File: src/rtl/led_fault_pkg.sv
// Constants and types shared by the LED fault detection and removal logic
`default_nettype none
package led_fault_pkg;
   // Matrix geometry
   localparam int CHANNELS = 48;
   localparam int GROUP_SIZE = 16;
   localparam int LINES = 16;
   localparam int LINE_W = 4;
   localparam int REMOVAL_SLOTS = 3;
   localparam int THRESH_W = 4;
   // Register byte offsets
   localparam logic [7:0] CTRL_OFFSET = 8'h00;
   localparam logic [7:0] THRESH_OFFSET = 8'h04;
   localparam logic [7:0] STATUS_OFFSET = 8'h08;
   localparam logic [7:0] OPEN_LINE_OFFSET = 8'h0c;
   localparam logic [7:0] SHORT_LINE_OFFSET = 8'h10;
   localparam logic [7:0] OPEN_DATA_LO_OFFSET = 8'h14;
   localparam logic [7:0] OPEN_DATA_HI_OFFSET = 8'h18;
   localparam logic [7:0] SHORT_DATA_LO_OFFSET = 8'h1c;
   localparam logic [7:0] SHORT_DATA_HI_OFFSET = 8'h20;
   // Control register fields
   localparam int OPEN_REMOVAL_BIT = 0;
   localparam int READBACK_BIT = 1;
   // Threshold register field positions
   localparam int OPEN_RED_POS = 0;
   localparam int OPEN_GREEN_POS = 4;
   localparam int OPEN_BLUE_POS = 8;
   localparam int SHORT_RED_POS = 12;
   localparam int SHORT_GREEN_POS = 16;
   localparam int SHORT_BLUE_POS = 20;
   localparam int CLAMP_POS = 24;
   // Status register fields
   localparam int THERMAL_BIT = 0;
   localparam int REF_SHORT_BIT = 1;
   localparam int REMOVAL_COUNT_POS = 4;
   // Reset values
   localparam logic [1:0] CTRL_RESET = 2'h0;
   localparam logic [27:0] THRESH_RESET = 28'h0000000;
   // Analog settings sent to the comparators and line clamp
   typedef struct packed {
      logic [THRESH_W-1:0] short_removal_clamp;
      logic [THRESH_W-1:0] short_threshold_blue;
      logic [THRESH_W-1:0] short_threshold_green;
      logic [THRESH_W-1:0] short_threshold_red;
      logic [THRESH_W-1:0] open_threshold_blue;
      logic [THRESH_W-1:0] open_threshold_green;
      logic [THRESH_W-1:0] open_threshold_red;
   } analog_settings_t;
   // Scan position delivered by the display sequencer
   typedef struct packed {
      logic segment_end;
      logic [LINE_W-1:0] line;
      logic [CHANNELS-1:0] channel_on;
   } scan_t;
   // Colour group of a channel: 0 red, 1 green, 2 blue
   function automatic logic [1:0] color_group(input int ch);
      return 2'(ch / GROUP_SIZE);
   endfunction
endpackage
`default_nettype wire

File: src/rtl/led_fault_detect_removal.sv
// LED matrix protection, open/short diagnostics and open-LED blanking
//
// What this block does
// - Thermal trip disables all outputs until release point is reached.
// - Reference pin short disables all outputs until the pin recovers.
// - Open bit set when channel voltage exceeds open threshold, else zero.
// - Open comparator sampled only while its channel is driven.
// - Open threshold programmed per colour group; channel select is the low bit of its group code, so blue selects like red.
// - Open line recorded; open flags latched to 48-bit data per segment.
// - With open removal on, channel blanked on lines where it was open.
// - Blanking persists until reset or open removal enable cleared.
// - Only the first three lines with opens are tracked and blanked.
// - Short bit set when channel voltage below short threshold, else zero.
// - Short comparator sampled only while its channel is driven.
// - Short threshold set per colour group for weak short detection.
// - Short line recorded; short flags latched to 48-bit data per segment.
// - Short removal clamp selects level applied to unselected lines.
//
// Decided for this implementation: the APB interface to the registers and the register offsets.
`default_nettype none
module led_fault_detect_removal
   import led_fault_pkg::*;
#(
   parameter int N = CHANNELS,
   parameter int NL = LINES,
   parameter int SLOTS = REMOVAL_SLOTS
)
(
   input wire logic pclk,
   input wire logic presetn,
   input wire logic psel,
   input wire logic penable,
   input wire logic pwrite,
   input wire logic [7:0] paddr,
   input wire logic [31:0] pwdata,
   output logic [31:0] prdata,
   output logic pready,
   output logic pslverr,
   input wire logic over_temp_trip,
   input wire logic over_temp_clear,
   input wire logic ref_short_trip,
   input wire logic ref_short_clear,
   input wire logic [N-1:0] open_cmp,
   input wire logic [N-1:0] short_cmp,
   input wire scan_t scan,
   output logic [N-1:0] channel_output,
   output analog_settings_t settings,
   output logic [N-1:0] open_channel_threshold_sel,
   output logic outputs_disabled
);
   // Pin synchronisers, two stages each
   logic [3:0] prot_meta;
   logic [3:0] prot_sync;
   logic [N-1:0] open_meta;
   logic [N-1:0] open_sync;
   logic [N-1:0] short_meta;
   logic [N-1:0] short_sync;

   // Protection state
   logic over_temp_shutdown;
   logic ref_resistor_short_guard;

   // Software registers
   logic [1:0] ctrl;
   logic [27:0] thresh;
   logic open_removal_enable;
   logic fault_readback_enable;

   // Fault capture results
   logic [N-1:0] open_seg;
   logic [N-1:0] short_seg;
   logic [N-1:0] open_data;
   logic [N-1:0] short_data;
   logic [NL-1:0] open_line_warning;
   logic [NL-1:0] short_line_warning;
   logic [NL-1:0] open_line_clear;
   logic [NL-1:0] short_line_clear;

   // Removal slots
   logic [SLOTS-1:0] slot_valid;
   logic [LINE_W-1:0] slot_line [SLOTS];
   logic [N-1:0] slot_mask [SLOTS];
   logic [N-1:0] blank;
   logic [1:0] removal_count;

   // Bus decode
   logic setup_phase;
   logic access_wr;
   logic addr_hit;
   logic [31:0] next_rdata;

   // Synchronise protection and comparator inputs
   always_ff @(posedge pclk or negedge presetn)
   begin
      if (!presetn)
      begin
         prot_meta <= 4'h0;
         prot_sync <= 4'h0;
         open_meta <= '0;
         open_sync <= '0;
         short_meta <= '0;
         short_sync <= '0;
      end
      else
      begin
         prot_meta <= {ref_short_clear, ref_short_trip,
                       over_temp_clear, over_temp_trip};
         prot_sync <= prot_meta;
         open_meta <= open_cmp;
         open_sync <= open_meta;
         short_meta <= short_cmp;
         short_sync <= short_meta;
      end
   end

   always_ff @(posedge pclk or negedge presetn)
   begin
      if (!presetn)
         over_temp_shutdown <= 1'b0;
      else if (prot_sync[0])
         over_temp_shutdown <= 1'b1;
      else if (prot_sync[1])
         over_temp_shutdown <= 1'b0;
   end

   always_ff @(posedge pclk or negedge presetn)
   begin
      if (!presetn)
         ref_resistor_short_guard <= 1'b0;
      else if (prot_sync[2])
         ref_resistor_short_guard <= 1'b1;
      else if (prot_sync[3])
         ref_resistor_short_guard <= 1'b0;
   end

   assign outputs_disabled = over_temp_shutdown | ref_resistor_short_guard;

   // Control and threshold fields
   assign open_removal_enable = ctrl[OPEN_REMOVAL_BIT];
   assign fault_readback_enable = ctrl[READBACK_BIT];
   assign settings.open_threshold_red = thresh[OPEN_RED_POS +: THRESH_W];
   assign settings.open_threshold_green =
      thresh[OPEN_GREEN_POS +: THRESH_W];
   assign settings.open_threshold_blue = thresh[OPEN_BLUE_POS +: THRESH_W];
   assign settings.short_threshold_red = thresh[SHORT_RED_POS +: THRESH_W];
   assign settings.short_threshold_green =
      thresh[SHORT_GREEN_POS +: THRESH_W];
   assign settings.short_threshold_blue =
      thresh[SHORT_BLUE_POS +: THRESH_W];
   assign settings.short_removal_clamp = thresh[CLAMP_POS +: THRESH_W];

   // low bit of each channel's colour group code
   always_comb
   begin : group_sel
      logic [1:0] grp;
      grp = 2'h0;
      open_channel_threshold_sel = '0;
      for (int c = 0; c < N; c++)
      begin
         grp = color_group(c);
         open_channel_threshold_sel[c] = grp[0];
      end
   end

   // open faults, sampled while driven, record
   fault_capture #(
      .N(N),
      .NL(NL),
      .LW(LINE_W)
   ) u_open (
      .pclk(pclk),
      .presetn(presetn),
      .cmp(open_sync),
      .scan(scan),
      .line_clear(open_line_clear),
      .seg_flags(open_seg),
      .data(open_data),
      .line_warning(open_line_warning)
   );

   // short faults, sampled while driven, record
   fault_capture #(
      .N(N),
      .NL(NL),
      .LW(LINE_W)
   ) u_short (
      .pclk(pclk),
      .presetn(presetn),
      .cmp(short_sync),
      .scan(scan),
      .line_clear(short_line_clear),
      .seg_flags(short_seg),
      .data(short_data),
      .line_warning(short_line_warning)
   );

   // slot allocation for the first three open lines
   always_ff @(posedge pclk or negedge presetn)
   begin
      if (!presetn)
      begin
         slot_valid <= '0;
         for (int s = 0; s < SLOTS; s++)
         begin
            slot_line[s] <= '0;
            slot_mask[s] <= '0;
         end
      end
      else if (!open_removal_enable)
      begin
         slot_valid <= '0;
         for (int s = 0; s < SLOTS; s++)
            slot_mask[s] <= '0;
      end
      else if (scan.segment_end && |open_seg)
      begin : alloc
         logic found;
         logic placed;
         found = 1'b0;
         placed = 1'b0;
         for (int s = 0; s < SLOTS; s++)
         begin
            if (slot_valid[s] && slot_line[s] == scan.line)
            begin
               slot_mask[s] <= slot_mask[s] | open_seg;
               found = 1'b1;
            end
         end
         for (int s = 0; s < SLOTS; s++)
         begin
            if (!found && !placed && !slot_valid[s])
            begin
               slot_valid[s] <= 1'b1;
               slot_line[s] <= scan.line;
               slot_mask[s] <= open_seg;
               placed = 1'b1;
            end
         end
      end
   end

   // channels to blank on the line being scanned
   always_comb
   begin
      blank = '0;
      removal_count = 2'h0;
      for (int s = 0; s < SLOTS; s++)
      begin
         if (slot_valid[s])
         begin
            removal_count = removal_count + 2'h1;
            if (slot_line[s] == scan.line)
               blank = blank | slot_mask[s];
         end
      end
   end

   always_ff @(posedge pclk or negedge presetn)
   begin
      if (!presetn)
         channel_output <= '0;
      else if (outputs_disabled)
         channel_output <= '0;
      else
         channel_output <= scan.channel_on & ~blank;
   end

   // APB phases; zero wait states
   assign setup_phase = psel & ~penable;
   assign access_wr = psel & penable & pwrite;
   assign pready = 1'b1;

   // Address decode of mapped words
   always_comb
   begin
      unique case (paddr)
         CTRL_OFFSET, THRESH_OFFSET, STATUS_OFFSET,
         OPEN_LINE_OFFSET, SHORT_LINE_OFFSET,
         OPEN_DATA_LO_OFFSET, OPEN_DATA_HI_OFFSET,
         SHORT_DATA_LO_OFFSET, SHORT_DATA_HI_OFFSET:
            addr_hit = 1'b1;
         default:
            addr_hit = 1'b0;
      endcase
   end

   assign pslverr = psel & penable & ~addr_hit;

   // Writable registers
   always_ff @(posedge pclk or negedge presetn)
   begin
      if (!presetn)
      begin
         ctrl <= CTRL_RESET;
         thresh <= THRESH_RESET;
      end
      else if (access_wr && paddr == CTRL_OFFSET)
         ctrl <= pwdata[1:0];
      else if (access_wr && paddr == THRESH_OFFSET)
         thresh <= pwdata[27:0];
   end

   // Write one to clear line warnings
   assign open_line_clear = (access_wr && paddr == OPEN_LINE_OFFSET) ?
      pwdata[NL-1:0] : '0;
   assign short_line_clear = (access_wr && paddr == SHORT_LINE_OFFSET) ?
      pwdata[NL-1:0] : '0;

   // Read mux; fault data hidden unless readback enabled
   always_comb
   begin
      next_rdata = 32'h00000000;
      unique case (paddr)
         CTRL_OFFSET:
            next_rdata = {30'h0, ctrl};
         THRESH_OFFSET:
            next_rdata = {4'h0, thresh};
         STATUS_OFFSET:
         begin
            next_rdata[THERMAL_BIT] = over_temp_shutdown;
            next_rdata[REF_SHORT_BIT] = ref_resistor_short_guard;
            next_rdata[REMOVAL_COUNT_POS +: 2] = removal_count;
         end
         OPEN_LINE_OFFSET:
            next_rdata = 32'(open_line_warning);
         SHORT_LINE_OFFSET:
            next_rdata = 32'(short_line_warning);
         OPEN_DATA_LO_OFFSET:
            next_rdata = fault_readback_enable ? open_data[31:0] : 32'h0;
         OPEN_DATA_HI_OFFSET:
            next_rdata = fault_readback_enable ?
               32'(open_data[N-1:32]) : 32'h0;
         SHORT_DATA_LO_OFFSET:
            next_rdata = fault_readback_enable ? short_data[31:0] : 32'h0;
         SHORT_DATA_HI_OFFSET:
            next_rdata = fault_readback_enable ?
               32'(short_data[N-1:32]) : 32'h0;
         default:
            next_rdata = 32'h00000000;
      endcase
   end

   // Read data captured in the setup cycle
   always_ff @(posedge pclk or negedge presetn)
   begin
      if (!presetn)
         prdata <= 32'h00000000;
      else if (setup_phase && !pwrite)
         prdata <= next_rdata;
   end
endmodule
`default_nettype wire

File: src/rtl/fault_capture.sv
// Per-channel fault sampler with segment latch and line warning record
`default_nettype none
module fault_capture
   import led_fault_pkg::*;
#(
   parameter int N = 48,
   parameter int NL = 16,
   parameter int LW = 4
)
(
   input wire logic pclk,
   input wire logic presetn,
   input wire logic [N-1:0] cmp,
   input wire scan_t scan,
   input wire logic [NL-1:0] line_clear,
   output logic [N-1:0] seg_flags,
   output logic [N-1:0] data,
   output logic [NL-1:0] line_warning
);
   logic [N-1:0] acc;
   logic [N-1:0] hits;

   // Comparator output only counts while the channel is driven
   assign hits = cmp & scan.channel_on;
   assign seg_flags = acc | hits;

   // Accumulate within a segment, restart at its end
   always_ff @(posedge pclk or negedge presetn)
   begin
      if (!presetn)
         acc <= '0;
      else if (scan.segment_end)
         acc <= '0;
      else
         acc <= seg_flags;
   end

   // Latch the channel flags at segment end
   always_ff @(posedge pclk or negedge presetn)
   begin
      if (!presetn)
         data <= '0;
      else if (scan.segment_end)
         data <= seg_flags;
   end

   // Sticky line record; a new fault beats a software clear
   always_ff @(posedge pclk or negedge presetn)
   begin
      if (!presetn)
         line_warning <= '0;
      else
      begin
         for (int l = 0; l < NL; l++)
         begin
            if (|hits && scan.line == LW'(l))
               line_warning[l] <= 1'b1;
            else if (line_clear[l])
               line_warning[l] <= 1'b0;
         end
      end
   end
endmodule
`default_nettype wire

File: config.mk
export PLATFORM = sky130hd
export DESIGN_NAME = led_fault_detect_removal
export DESIGN_NICKNAME = d
export VERILOG_FILES = /design/src/rtl/led_fault_pkg.sv /design/src/rtl/led_fault_detect_removal.sv /design/src/rtl/fault_capture.sv
export SDC_FILE = /design/constraint.sdc
export NUM_CORES = 1
export LEC_CHECK = 0
export ABC_AREA = 1
export BUFFER_PORTS_ARGS = -buffer_cell sky130_fd_sc_hd__buf_2
export CAP_MARGIN = 20
export CORE_MARGIN = 5
export CORE_UTILIZATION = 45
export DETAILED_ROUTE_END_ITERATION = 8
export GPL_TIMING_DRIVEN = 1
export HOLD_SLACK_MARGIN = 0.02
export SKIP_CTS_REPAIR_TIMING = 1
export SLEW_MARGIN = 20
export SYNTH_ARGS = -nofsm -noshare
export SYNTH_HDL_FRONTEND = slang
export SYNTH_SLANG_ARGS = --single-unit
File: constraint.sdc
create_clock -name pclk -period 5.1 [get_ports pclk]
set_input_delay 0.255 -clock pclk [delete_from_list [all_inputs] [get_ports pclk]]
set_output_delay 0.255 -clock pclk [all_outputs]
set_load 0.05 [all_outputs]
-- Word level (Yosys, flattened, before mapping)
Cells that the tools add are included.
- register bits: 695
- word-level logic and storage cells: 329
- $add $sub $neg: 2
- eq/ne operators: 33
- mux-type cells: 115
- bitwise gates (word level): 19
- reductions and logical operators: 103
- operators by type and width (operator ; count):
    48-bit 2-to-1 mux ; 15
    48-bit bitwise OR ; 7
    144-bit 2-to-1 mux ; 2
    26-bit case mux with 7 select lines ; 1
    48-bit bitwise AND ; 3
    48-bit OR reduction ; 3
    1-bit 2-to-1 mux ; 84
    2-bit nonzero test ; 34
    16-bit 2-to-1 mux ; 4
    32-bit 2-to-1 mux ; 2
    48-bit NOT ; 1
    1-bit logical AND ; 46
    4-bit == test (second input constant) ; 8
    8-bit by 5-bit == test with 1-bit output (second input constant) ; 4
    2-bit case mux with 9 select lines ; 1
    4-bit by 3-bit == test with 1-bit output (second input constant) ; 4
    8-bit by 4-bit == test with 1-bit output (second input constant) ; 2
    2-bit case mux with 8 select lines ; 1
    2-bit case mux with 7 select lines ; 1
    2-bit AND reduction ; 7
    4-bit == test ; 3
    3-bit by 1-bit != test with 1-bit output (second input constant) ; 3
    3-bit AND reduction ; 3
    9-bit OR reduction ; 1
    other kinds (14) ; 32

-- Depth between registers and ports, before layout
Gate-level depths: netlist of run 1.
- depth in word-level cells: 24
- mapped depth: 15
- depth with buffers taken out: 13

-- Cells and area by module
From an unflattened synthesis of run 1, not the netlist that was laid out.
- cells, all modules: 3323
- area total of the unflattened synthesis: 28830.2 um^2
- modules (own cells, without submodules) (module ; instances ; cells each ; area an instance (um^2)):
    led_fault_detect_removal ; 1 ; 2159 ; 19423.6
    fault_capture (u_open) ; 1 ; 579 ; 4714.5
    fault_capture (u_short) ; 1 ; 585 ; 4692.0

-- Worst setup path before layout of run 1
OpenSTA, ideal clock, no wires.
- path kind: input to output
- from: input paddr[5]
- to: output pslverr
- data arrival time: 2599 ps
- required time: 4845 ps
- slack: 2246 ps
- cell stages on the path: 8
- path through: inv_1 > nand3_1 > inv_1 > buf_2 > nand2_1 > clkbuf_1 > nand4_1 > nor4_1
- cells in the longest elaborated chain, start to end: 5
- elaborated cells on any way between the ends: 13
- ends and longest elaborated chain (item ; line ; text):
    start: declaration ; led_fault_detect_removal.sv:34 ; input wire logic [7:0] paddr,
    8-bit by 3-bit == test with 1-bit output, or another cell as far along ; led_fault_detect_removal.sv:276 ; unique case (paddr)
    9-bit OR reduction (*) ; led_fault_detect_removal.sv:276 ;
    1-bit 2-to-1 mux (*) ; led_fault_detect_removal.sv:276 ;
    1-bit NOT (*) ; led_fault_detect_removal.sv:287 ; assign pslverr = psel & penable & ~addr_hit;
    1-bit bitwise AND (*) ; led_fault_detect_removal.sv:287 ;
    end: declaration ; led_fault_detect_removal.sv:38 ; output logic pslverr,
Mark *: on every way between the ends. The rest lies on a longest branch, timed or not.

-- Worst setup path in the final report of run 1
- from: input scan[48] (netlist name)
- to: register slot_mask[123] (netlist name)
- cells in the longest elaborated chain, start to end: 12
- elaborated cells on any way between the ends: 18
- ends and longest elaborated chain (item ; line ; text):
    start: declaration ; led_fault_detect_removal.sv:45 ; input wire scan_t scan,
    4-bit == test ; led_fault_detect_removal.sv:223 ; if (slot_valid[s] && slot_line[s] == scan.line)
    1-bit logical AND ; led_fault_detect_removal.sv:223 ;
    1-bit 2-to-1 mux (3 in a row) ; led_fault_detect_removal.sv:223 ;
    1-bit 2-to-1 mux ; led_fault_detect_removal.sv:215 ; else if (scan.segment_end && |open_seg)
    1-bit 2-to-1 mux ; led_fault_detect_removal.sv:209 ; else if (!open_removal_enable)
    1-bit zero test ; led_fault_detect_removal.sv:231 ; if (!found && !placed && !slot_valid[s])
    1-bit logical AND ; led_fault_detect_removal.sv:231 ;
    48-bit 2-to-1 mux ; led_fault_detect_removal.sv:231 ;
    144-bit 2-to-1 mux ; led_fault_detect_removal.sv:215 ;
    144-bit 2-to-1 mux ; led_fault_detect_removal.sv:209 ;
    end signal: indexed assignment ; led_fault_detect_removal.sv:225 ; slot_mask[s] <= slot_mask[s] | open_seg;
    end signal: indexed assignment ; led_fault_detect_removal.sv:235 ; slot_mask[s] <= open_seg;
    end: declaration ; led_fault_detect_removal.sv:82 ; logic [N-1:0] slot_mask [SLOTS];
Parallel ways exist; a longest one is shown, timed or not. The select of a mux whose other input is x is not followed.
A chain may end at the register's enable or synchronous reset.

==> flow_summary.json, run 1 <==
{
  "rsz0062_at_grt": "false",
  "first_pass_iters": 6,
  "vias_per_cell": 5.27,
  "grt_util_all_layers_pct": 24.3,
  "r2r_cells": 10,
  "drt-wirelength-per-cell_um": 19.7,
  "worstSkewPairLatency_ns": 0.62,
  "fillers": 5355,
  "cts_max_level": 3,
  "clk_pin_slew_ns": 0.06,
  "instances_no_fill": 4278,
  "utilization_pct": 55.6,
  "synth_xor_area_share_pct": 0.0947,
  "busiest_layer": "met2",
  "die_x_um": 258,
  "violations": "negative hold slack",
  "synth_edf_count": 0,
  "grt_max_degree": 163,
  "async_flop_share_pct": 100,
  "die_h_um": 258,
  "finalMaxSlewViolations": 0,
  "synth-seq-cells": 695,
  "maxCapViolCount": 0,
  "ir_drop_uv": 303,
  "crit_chain": "dlygate4sd3_1 > buf_2 > inv_2 > nand2_1 > nand2_1 > nor2_1 > nand3_2 > nand3_1 > nor2_1 > inv_1 > nand3_2 > buf_4 > nand3_1 > nand2_1",
  "tns_ns": 0,
  "synth_compound_area_share_pct": 9.27,
  "gr-usage-met2_pct": 37.3,
  "hold_viol": 1,
  "cpMostUsedCell": "nand2_1",
  "dp.cells": 3963,
  "power.leakage_nw": 16.8,
  "fin_crit_sh_pct": 67.0,
  "cp.arrival_ns": 3.90,
  "yosysTopAreaCellShare_pct": 62.7,
  "synth_area_sq_um": 27700,
  "path_max_fanout": 29,
  "startpoint": "scan[48]",
  "yosys.area.top_type": "dfrtp_1",
  "min_path_type": "input port to flop",
  "synthAdderAreaFrac_pct": 0.0902,
  "cp.required_ns": 5.59,
  "use_met1_pct": 34.6,
  "yosysWarnings": 0,
  "cpPeakStageDelay_ns": 0.75,
  "dp_hpwl_um": 54300,
  "skew_ns": 0.0276,
  "placementRows": 91,
  "power-per-cell-area_nw_per_um2": 370,
  "numCtsBuffers": 75,
  "seq_area_frac_synth_pct": 62.7,
  "syn_inst": 2985,
  "vias": 22500,
  "critPathBufInv": 5,
  "grt_overflow_total": 0,
  "grt_pass1_wl_um": 127000,
  "wirelength_um": 84400,
  "fin_nets": 3626,
  "r2r-end": "slot_mask[123]",
  "worstMarginPinSlew_ns": 1.06,
  "cp_slowest_cell": "nand3_2",
  "status": "complete, but fails checks",
  "cts_tree": "yes",
  "initial_core_util_pct": 45.2,
  "finalSetupViolations": 0,
  "area_growth_pct": 23.0,
  "fmax_mhz": 292,
  "drc_errors": 0,
  "avgSynthCellArea_sq_um": 9.29,
  "p_total_mw": 12.6,
  "cp-endpoint": "slot_mask[123]",
  "r2r_setup_slack_ns": 1.71,
  "grt_pass1_vias": 21900,
  "clock_sinks": 695,
  "worstSetupEndpointType": "flop",
  "coreArea_sq_um": 61400,
  "grt_util_met3_pct": 5.40,
  "cp_top_family": "simple AND/OR/NAND/NOR gates",
  "drtIter0Drc": 1926,
  "routabilityCongestion": 0.893,
  "io_pins": 357,
  "cp_num_cells": 14,
  "fin_crit_ns": 3.42,
  "synth-simple-area-share_pct": 20.0,
  "root_buffer": "clkbuf_16",
  "r2r-start": "slot_valid[2]",
  "drive_above_1_share_pct": 14.8,
  "antenna_found_initial": 2,
  "relSlewSlack_pct": 29.3,
  "synthTopCellsByArea": "dfrtp_1 (63%), nand2_1 (12%), o21ai_0 (4.5%)",
  "crit_path_start_kind": "input port",
  "ant_nets": 0,
  "synth.distinct_cells": 34,
  "synthMuxAreaShare_pct": 0.487,
  "synth_top_family_by_area": "simple AND/OR/NAND/NOR gates",
  "clock_path_buffers": 3,
  "io_buffers": 303,
  "synth_ff_type": "dfrtp_1",
  "criticalPathCategory": "input port to flop",
  "holdWs_ns": -0.0320,
  "die-area_sq_um": 66700
}
==> synthesized netlist by cell type (3+ instances only) <==
master / n
a32o_1: 3
buf_6: 9
o21ai_1: 3
nor2_2: 3
o21bai_1: 3
xnor2_1: 3
buf_4: 57
nor2_1: 206
inv_2: 6
o21ai_0: 249
inv_1: 251
buf_1: 9
a21oi_1: 68
dfrtp_1: 695
o22ai_1: 63
nor4_1: 8
a211oi_1: 50
nor3_1: 3
a21oi_2: 17
mux2_2: 12
nand3_1: 196
nand4_1: 40
clkbuf_1: 85
buf_2: 35
nand2_1: 897
==> kinds of logic (layout without fill, tap and decap cells) <==
family                   Yosys count  in the layout
multiplexers                      12             12
adder cells (fa/ha/maj)            2              2
flip-flops                       695            695
AO/OA/AOI/OAI                    456            456
other                              2             51
AND/OR/NAND/NOR                 1361           1361
XOR/XNOR                           3              3
buffers and inverters            454            908
==> layer usage <==
metal | part of all wire, % | up-vias
met5 | 0 | -
met4 | 2.8 | 0
met3 | 8.0 | 139
met2 | 46 | 969
met1 | 43 | 11100
li1 | - | 10300
==> power breakdown <==
| group | internal, mW | switching [mW] |
|---|---|---|
| Clock | 3.48 | 2.27 |
| Combinational | 0.299 | 0.689 |
| Sequential | 5.77 | 0.119 |
| Total | 9.55 | 3.08 |
==> worst min path at each step <==
stage / startpoint / end / depth (start not counted)
5_1_grt: scan[49] / slot_line[1] / 3
6_report: pwdata[4] / settings[4] / 3
3_5_place_dp: open_meta[30] / open_sync[30] / 0
4_1_cts: short_cmp[11] / short_meta[11] / 1
2_1_floorplan: presetn / channel_output[0] / 0
3_3_place_gp: prot_meta[0] / prot_sync[0] / 0
==> through the flow <==
stage / cell area (sq um) / worst slack [ns]
floorplan: 27900 / 2.25
global placement: 29700 / 1.75
detailed placement: 29700 / 1.70
CTS: 32300 / 1.76
global route: 34100 / 1.47
finish: 34100 / 1.68
==> worst reg2reg max path: stages, from the launching register on <==
cell and delay (ns):
dfrtp_1 0.45, nand2_1 0.08, nor2_1 0.16, nand3_2 0.75, nand3_1 0.35, nor2_1 0.08, inv_1 0.09, nand3_2 0.53
buf_4 0.53, nand3_1 0.17, nand2_1 0.07
==> cell type report <==
class	instances	area, sq um	area share, %
antenna	2	5.00	0.0147
clock buffer	100	2140	6.28
clock inverter	37	498	1.46
inverter	259	976	2.86
multi-input combinational	1883	8510	24.9
sequential	695	17400	51.0
tap	790	988	2.90
timing repair buffer	512	3600	10.6
==> layout by cell type (no fill, tap or decap), types with 8 or more instances in the layout <==
cell             n
mux2_2          12
inv_1          248
bufinv_16       10
a211oi_1        50
dlygate4sd3_1  176
buf_4           29
nand3_1        195
clkbuf_16       77
o21ai_0        249
nand4_1         40
o22ai_1         63
clkbuf_1        10
dfrtp_1        695
a21oi_1         68
clkinv_2        13
conb_1          49
clkbuf_8        13
nand2_1        896
nor2_1         206
buf_2          301
nor4_1           8
a21oi_2         17
==> state kept, by name (all words and copies together), names as in the netlist, 3 cells and up <==
| name | flops |
|---|---|
| u_open.data | 48 |
| u_short.data | 48 |
| channel_output | 48 |
| prot_meta | 4 |
| prot_sync | 4 |
| prdata | 32 |
| settings | 28 |
| open_sync | 48 |
| u_open.line_warning | 16 |
| open_meta | 48 |
| short_sync | 48 |
| u_short.acc | 48 |
| u_open.acc | 48 |
| short_meta | 48 |
| slot_line | 12 |
| slot_mask | 144 |
| slot_valid | 3 |
| u_short.line_warning | 16 |
Power figures use the tool's default switching activity.
==> run 2: changes to the inputs <==
==> constraint.sdc (replaced) <==
create_clock -name pclk -period 3.4 [get_ports pclk]
set_input_delay 0.17 -clock pclk [delete_from_list [all_inputs] [get_ports pclk]]
set_output_delay 0.17 -clock pclk [all_outputs]
set_load 0.05 [all_outputs]
==> run 2 against run 1 <==
The run now ends clean. First-iteration DRC count grew 7.6%. Die area stayed put. Worst hold slack better by 0.073 ns. Highest routed layer is now met5.
==> flow_summary.json, run 2 (same netlist as run 1, synthesis figures left out) <==
{
  "status": "completed",
  "clk_pin_slew_ns": 0.06,
  "crit_chain": "inv_1 > nand2_1 > nand2_1 > nor2_1 > nand3_2 > buf_4 > nand4_4 > nor2_4 > nor2_1 > nor2_4 > buf_4 > nand2_1 > nand2_1",
  "r2r_setup_slack_ns": 0.64,
  "antenna_found_initial": 5,
  "dp_hpwl_um": 56900,
  "cp_num_cells": 13,
  "final_cell_area_sq_um": 34400,
  "drt-wirelength-per-cell_um": 19.7,
  "internal_power_mw": 14.1,
  "swShare_pct": 24.4,
  "first_pass_iters": 6,
  "switchingPower_mw": 4.57,
  "worstSetupEndpointType": "flop",
  "fin_nets": 3666,
  "grt_pass1_wl_um": 128000,
  "grt_util_all_layers_pct": 24.7,
  "power-per-cell-area_nw_per_um2": 543,
  "instances_no_fill": 4314,
  "grt_pass1_vias": 22000,
  "drtIter0Drc": 2073,
  "fin_crit_sh_pct": 81.2,
  "clock_path_buffers": 3,
  "ant_nets": 0,
  "finalMaxSlewViolations": 0,
  "layout_commonest_cell": "nand2_1",
  "vias": 22600,
  "crit_path_start_kind": "flop",
  "grt_max_degree": 105,
  "relSlewSlack_pct": 34.2,
  "p_clk_share_pct": 44.6,
  "layout_common_cells": "nand2_1 (896), dfrtp_1 (695), buf_2 (301), o21ai_0 (249), inv_1 (248)",
  "use_met1_pct": 34.4,
  "critPathBufInv": 3,
  "dp.cells": 3997,
  "maxCapViolCount": 0,
  "io_buffers": 303,
  "tns_ns": 0,
  "coreArea_sq_um": 61400,
  "fin_crit_ns": 2.76,
  "grt_util_met3_pct": 6.27,
  "comb_power_share_pct": 8.2,
  "cpMostUsedCell": "nand2_1",
  "numCtsBuffers": 75,
  "path_max_fanout": 50,
  "top_register": "slot_mask",
  "cp_top_family": "buffers and inverters",
  "rsz0062_at_grt": "false",
  "p_total_mw": 18.7,
  "grt_overflow_total": 0,
  "die_h_um": 258,
  "cts_max_level": 3,
  "power.leakage_nw": 17.0,
  "cp.arrival_ns": 3.31,
  "post_dp_cell_area_sq_um": 30000,
  "seq_power_share_pct": 47.3,
  "cp_slowest_cell": "buf_4",
  "drive_above_1_share_pct": 15.4,
  "largest_reg_flops": 144,
  "die_x_um": 258,
  "whs_path_depth": 2,
  "gr-usage-met2_pct": 37.9,
  "area_growth_pct": 24.1,
  "cp.required_ns": 3.95,
  "worstMarginPinSlew_ns": 0.987,
  "wirelength_um": 85100,
  "cpPeakStageDelay_ns": 0.65,
  "criticalPathCategory": "flop to flop",
  "routabilityCongestion": 0.884,
  "worstSkewPairLatency_ns": 0.63,
  "finalSetupViolations": 0,
  "root_buffer": "clkbuf_16",
  "cts_tree": "yes",
  "drc_errors": 0,
  "initial_core_util_pct": 45.2,
  "skew_ns": 0.0338,
  "hold_viol": 0,
  "r2r_cells": 13,
  "busiest_layer": "met2",
  "io_pins": 357,
  "clock_sinks": 695,
  "ir_drop_uv": 386,
  "die-area_sq_um": 66700,
  "placementRows": 91,
  "vias_per_cell": 5.25,
  "fmax_mhz": 362,
  "min_path_type": "input port to flop"
}
run 2: changes by cell type in the layout (fill, tap and decap cells not counted), sizes merged:
cell         delta
buf            +34
clkbuf          +4
inv             -2
bufinv          -3
clkinvlp        -2
dlygate4sd3     +5
run 2: stage by stage:
| stage | hold slack, ns | worst slack [ns] | utilization [%] |
|---|---|---|---|
| 4_1_cts | -0.392 | 0.680 | 53.1 |
| 2_1_floorplan | -0.126 | 0.716 | - |
| 5_1_grt | 0.0369 | 0.496 | 56.1 |
| 6_report | 0.0413 | 0.640 | 56.1 |
| 3_5_place_dp | 0.279 | 0.646 | 49.0 |
| 3_3_place_gp | 0.278 | 0.700 | 49.0 |
run 2: worst reg2reg max path: cells and delay by family (launching register included):
| kind | cells | cell delay, ns |
|---|---|---|
| simple gates | 10 | 1.11 |
| buf+inv | 3 | 1.18 |
| flops | 1 | 0.40 |
run 2: layer usage:
metal	wire, um	vias to the layer above	share of wire, %
li1	-	10500	-
met1	35800	11100	42
met2	39500	911	46
met3	7140	151	8.4
met4	2610	4	3.1
met5	23	-	0.027
run 2: power groups by stage:
stage	clock network, mW	registers [mW]	logic [mW]
global placement	0	8.96	1.33
CTS	8.49	8.83	1.36
floorplan	0	9.00	0.691
global route	8.82	8.86	1.68
detailed placement	0	8.97	1.36
finish	8.33	8.83	1.52
run 2: cell type report:
cell class                 instances  area (sq um)
fill                            5378         26900
sequential                       695         17400
multi-input combinational       1883          8510
timing repair buffer             552          4020
clock buffer                     103          2150
tap                              790           988
inverter                         259           973
clock inverter                    30           390
antenna                            2          5.00
run 2: path summary, 6_finish.rpt:
check / startpoint / end
worst max-delay path: slot_line[1] / slot_mask[33]
worst min-delay path: scan[52] / u_open.acc[15]
worst max register to register: slot_line[1] / slot_mask[33]
worst min register to register: short_meta[35] / short_sync[35]
max in group asynchronous: presetn / settings[27]
min in group asynchronous: presetn / settings[7]
==> run 3: changes to the inputs <==
==> constraint.sdc (replaced) <==
create_clock -name pclk -period 2.65 [get_ports pclk]
set_input_delay 0.1325 -clock pclk [delete_from_list [all_inputs] [get_ports pclk]]
set_output_delay 0.1325 -clock pclk [all_outputs]
set_load 0.05 [all_outputs]
==> run 3 against run 2 <==
Sequential power is 28% higher. Worst setup slack worse by 0.45 ns. Clock-buffer cell count down 2. Via count up 0.64%. Die area unchanged. Power is 29% higher. Fmax increased by 12%. Core utilization is 0.71 points higher. Flip-flop and latch count stayed put. Critical path depth decreased by 1.
==> flow_summary.json, run 3 (same netlist as run 1, synthesis figures left out) <==
{
  "clk_pin_slew_ns": 0.06,
  "path_max_fanout": 48,
  "drive_above_1_share_pct": 16.7,
  "crit_path_start_kind": "flop",
  "antenna_found_initial": 1,
  "coreArea_sq_um": 61400,
  "finalSetupViolations": 0,
  "drtIter0Drc": 1914,
  "wirelength_um": 86400,
  "drc_errors": 0,
  "criticalPathCategory": "flop to flop",
  "relSlewSlack_pct": 42.4,
  "grt_pass1_vias": 22400,
  "numCtsBuffers": 75,
  "routed.top_layer": "met4",
  "die_x_um": 258,
  "drt-wirelength-per-cell_um": 19.8,
  "tns_ns": 0,
  "status": "completed",
  "fillers": 5357,
  "power-per-cell-area_nw_per_um2": 691,
  "clock_path_buffers": 3,
  "io_buffers": 303,
  "rsz0062_at_grt": "false",
  "fmax_mhz": 407,
  "worstMarginPinSlew_ns": 0.855,
  "hold_viol": 0,
  "layout_commonest_cell": "nand2_1",
  "r2r-start": "open_sync[15]",
  "holdPathEnd": "settings[0]",
  "layout_common_cells": "nand2_1 (896), dfrtp_1 (695), buf_2 (301), o21ai_0 (249), inv_1 (248)",
  "final_cell_area_sq_um": 34900,
  "skew_ns": 0.0354,
  "routabilityCongestion": 0.887,
  "hold_start": "pwrite",
  "top_register": "slot_mask",
  "fin_crit_ns": 2.46,
  "area_growth_pct": 25.7,
  "cts_max_level": 3,
  "r2r_setup_slack_ns": 0.19,
  "grt_pass1_wl_um": 131000,
  "first_pass_iters": 5,
  "placementRows": 91,
  "wl_met1_um": 37200,
  "power.leakage_nw": 17.3,
  "cp.required_ns": 3.13,
  "startpoint": "open_sync[15]",
  "worstSetupEndpointType": "flop",
  "fin_crit_sh_pct": 92.8,
  "die_h_um": 258,
  "maxCapViolCount": 0,
  "holdWs_ns": 0.00917,
  "ir_drop_uv": 518,
  "seq_area_sq_um": 17400,
  "vias_per_cell": 5.22,
  "r2r_cells": 12,
  "grt_overflow_total": 0,
  "cp.arrival_ns": 2.94,
  "fin_nets": 3713,
  "worstSkewPairLatency_ns": 0.62,
  "die-area_sq_um": 66700,
  "initial_core_util_pct": 45.2,
  "finalMaxSlewViolations": 0,
  "cts_tree": "yes",
  "post_dp_cell_area_sq_um": 30500,
  "r2r-end": "slot_mask[89]",
  "met2_length_um": 39600,
  "vias": 22800,
  "dp_hpwl_um": 57700,
  "io_pins": 357,
  "min_path_type": "input port to flop",
  "wl_met3_um": 7060,
  "grt_max_degree": 160,
  "whs_path_depth": 5,
  "multi_input_area_sq_um": 8510,
  "ant_nets": 0,
  "grt_util_all_layers_pct": 25.2,
  "largest_reg_flops": 144,
  "clock_sinks": 695,
  "root_buffer": "clkbuf_16"
}
run 3: layout make-up:
type | count | area share (%)
inverter | 259 | 2.79
sequential | 695 | 49.9
timing repair buffer | 599 | 12.8
clock buffer | 101 | 6.13
tap | 790 | 2.83
antenna | 3 | 0.0215
multi-input combinational | 1883 | 24.4
clock inverter | 35 | 1.17
run 3: power by group:
part	internal, mW	switching [mW]	leakage [nW]	total, mW
registers	11.1	0.222	8.84	11.3
clock network	6.38	4.36	1.24	10.7
logic	0.682	1.36	7.20	2.04
total	18.2	5.94	17.3	24.1
run 3: worst max-delay path by stage:
stage          depth (start not counted)              to  slack [ns]
2_1_floorplan                          8         pslverr        0.04
3_3_place_gp                          13   slot_mask[20]        0.09
3_5_place_dp                          14  slot_mask[117]        0.11
4_1_cts                               13  slot_mask[139]        0.07
5_1_grt                               12   slot_mask[91]       0.005
6_report                              12   slot_mask[89]        0.19
run 3: layer usage:
layer  up-vias  track usage (%)
met5         -                0
met4         0             7.79
met3       152             5.72
met2       934             39.4
met1     11200             35.5
li1      10500                -
run 3: worst max-delay path, cell delays in order, from the launching register on:
cell and delay [ns]:
dfrtp_1 0.39, a21oi_2 0.28, nand2_1 0.09, nor2_1 0.19
nand2_1 0.10, nor2_2 0.23, nand2_1 0.12, buf_4 0.15
nand2_1 0.06, nand2_2 0.12, buf_4 0.32, nand3_1 0.16
nand2_1 0.07
run 3: stage by stage:
step / setup slack, ns / std cells / util (%) / power [mW]
floorplan: 0.0406 / 3032 / - / 12.4
global placement: 0.0858 / 4043 / 49.6 / 13.3
detailed placement: 0.111 / 4045 / 49.7 / 13.3
CTS: 0.0701 / 4181 / 53.8 / 24.1
global route: 0.00496 / 4363 / 56.8 / 25.0
finish: 0.191 / 4365 / 56.8 / 24.1
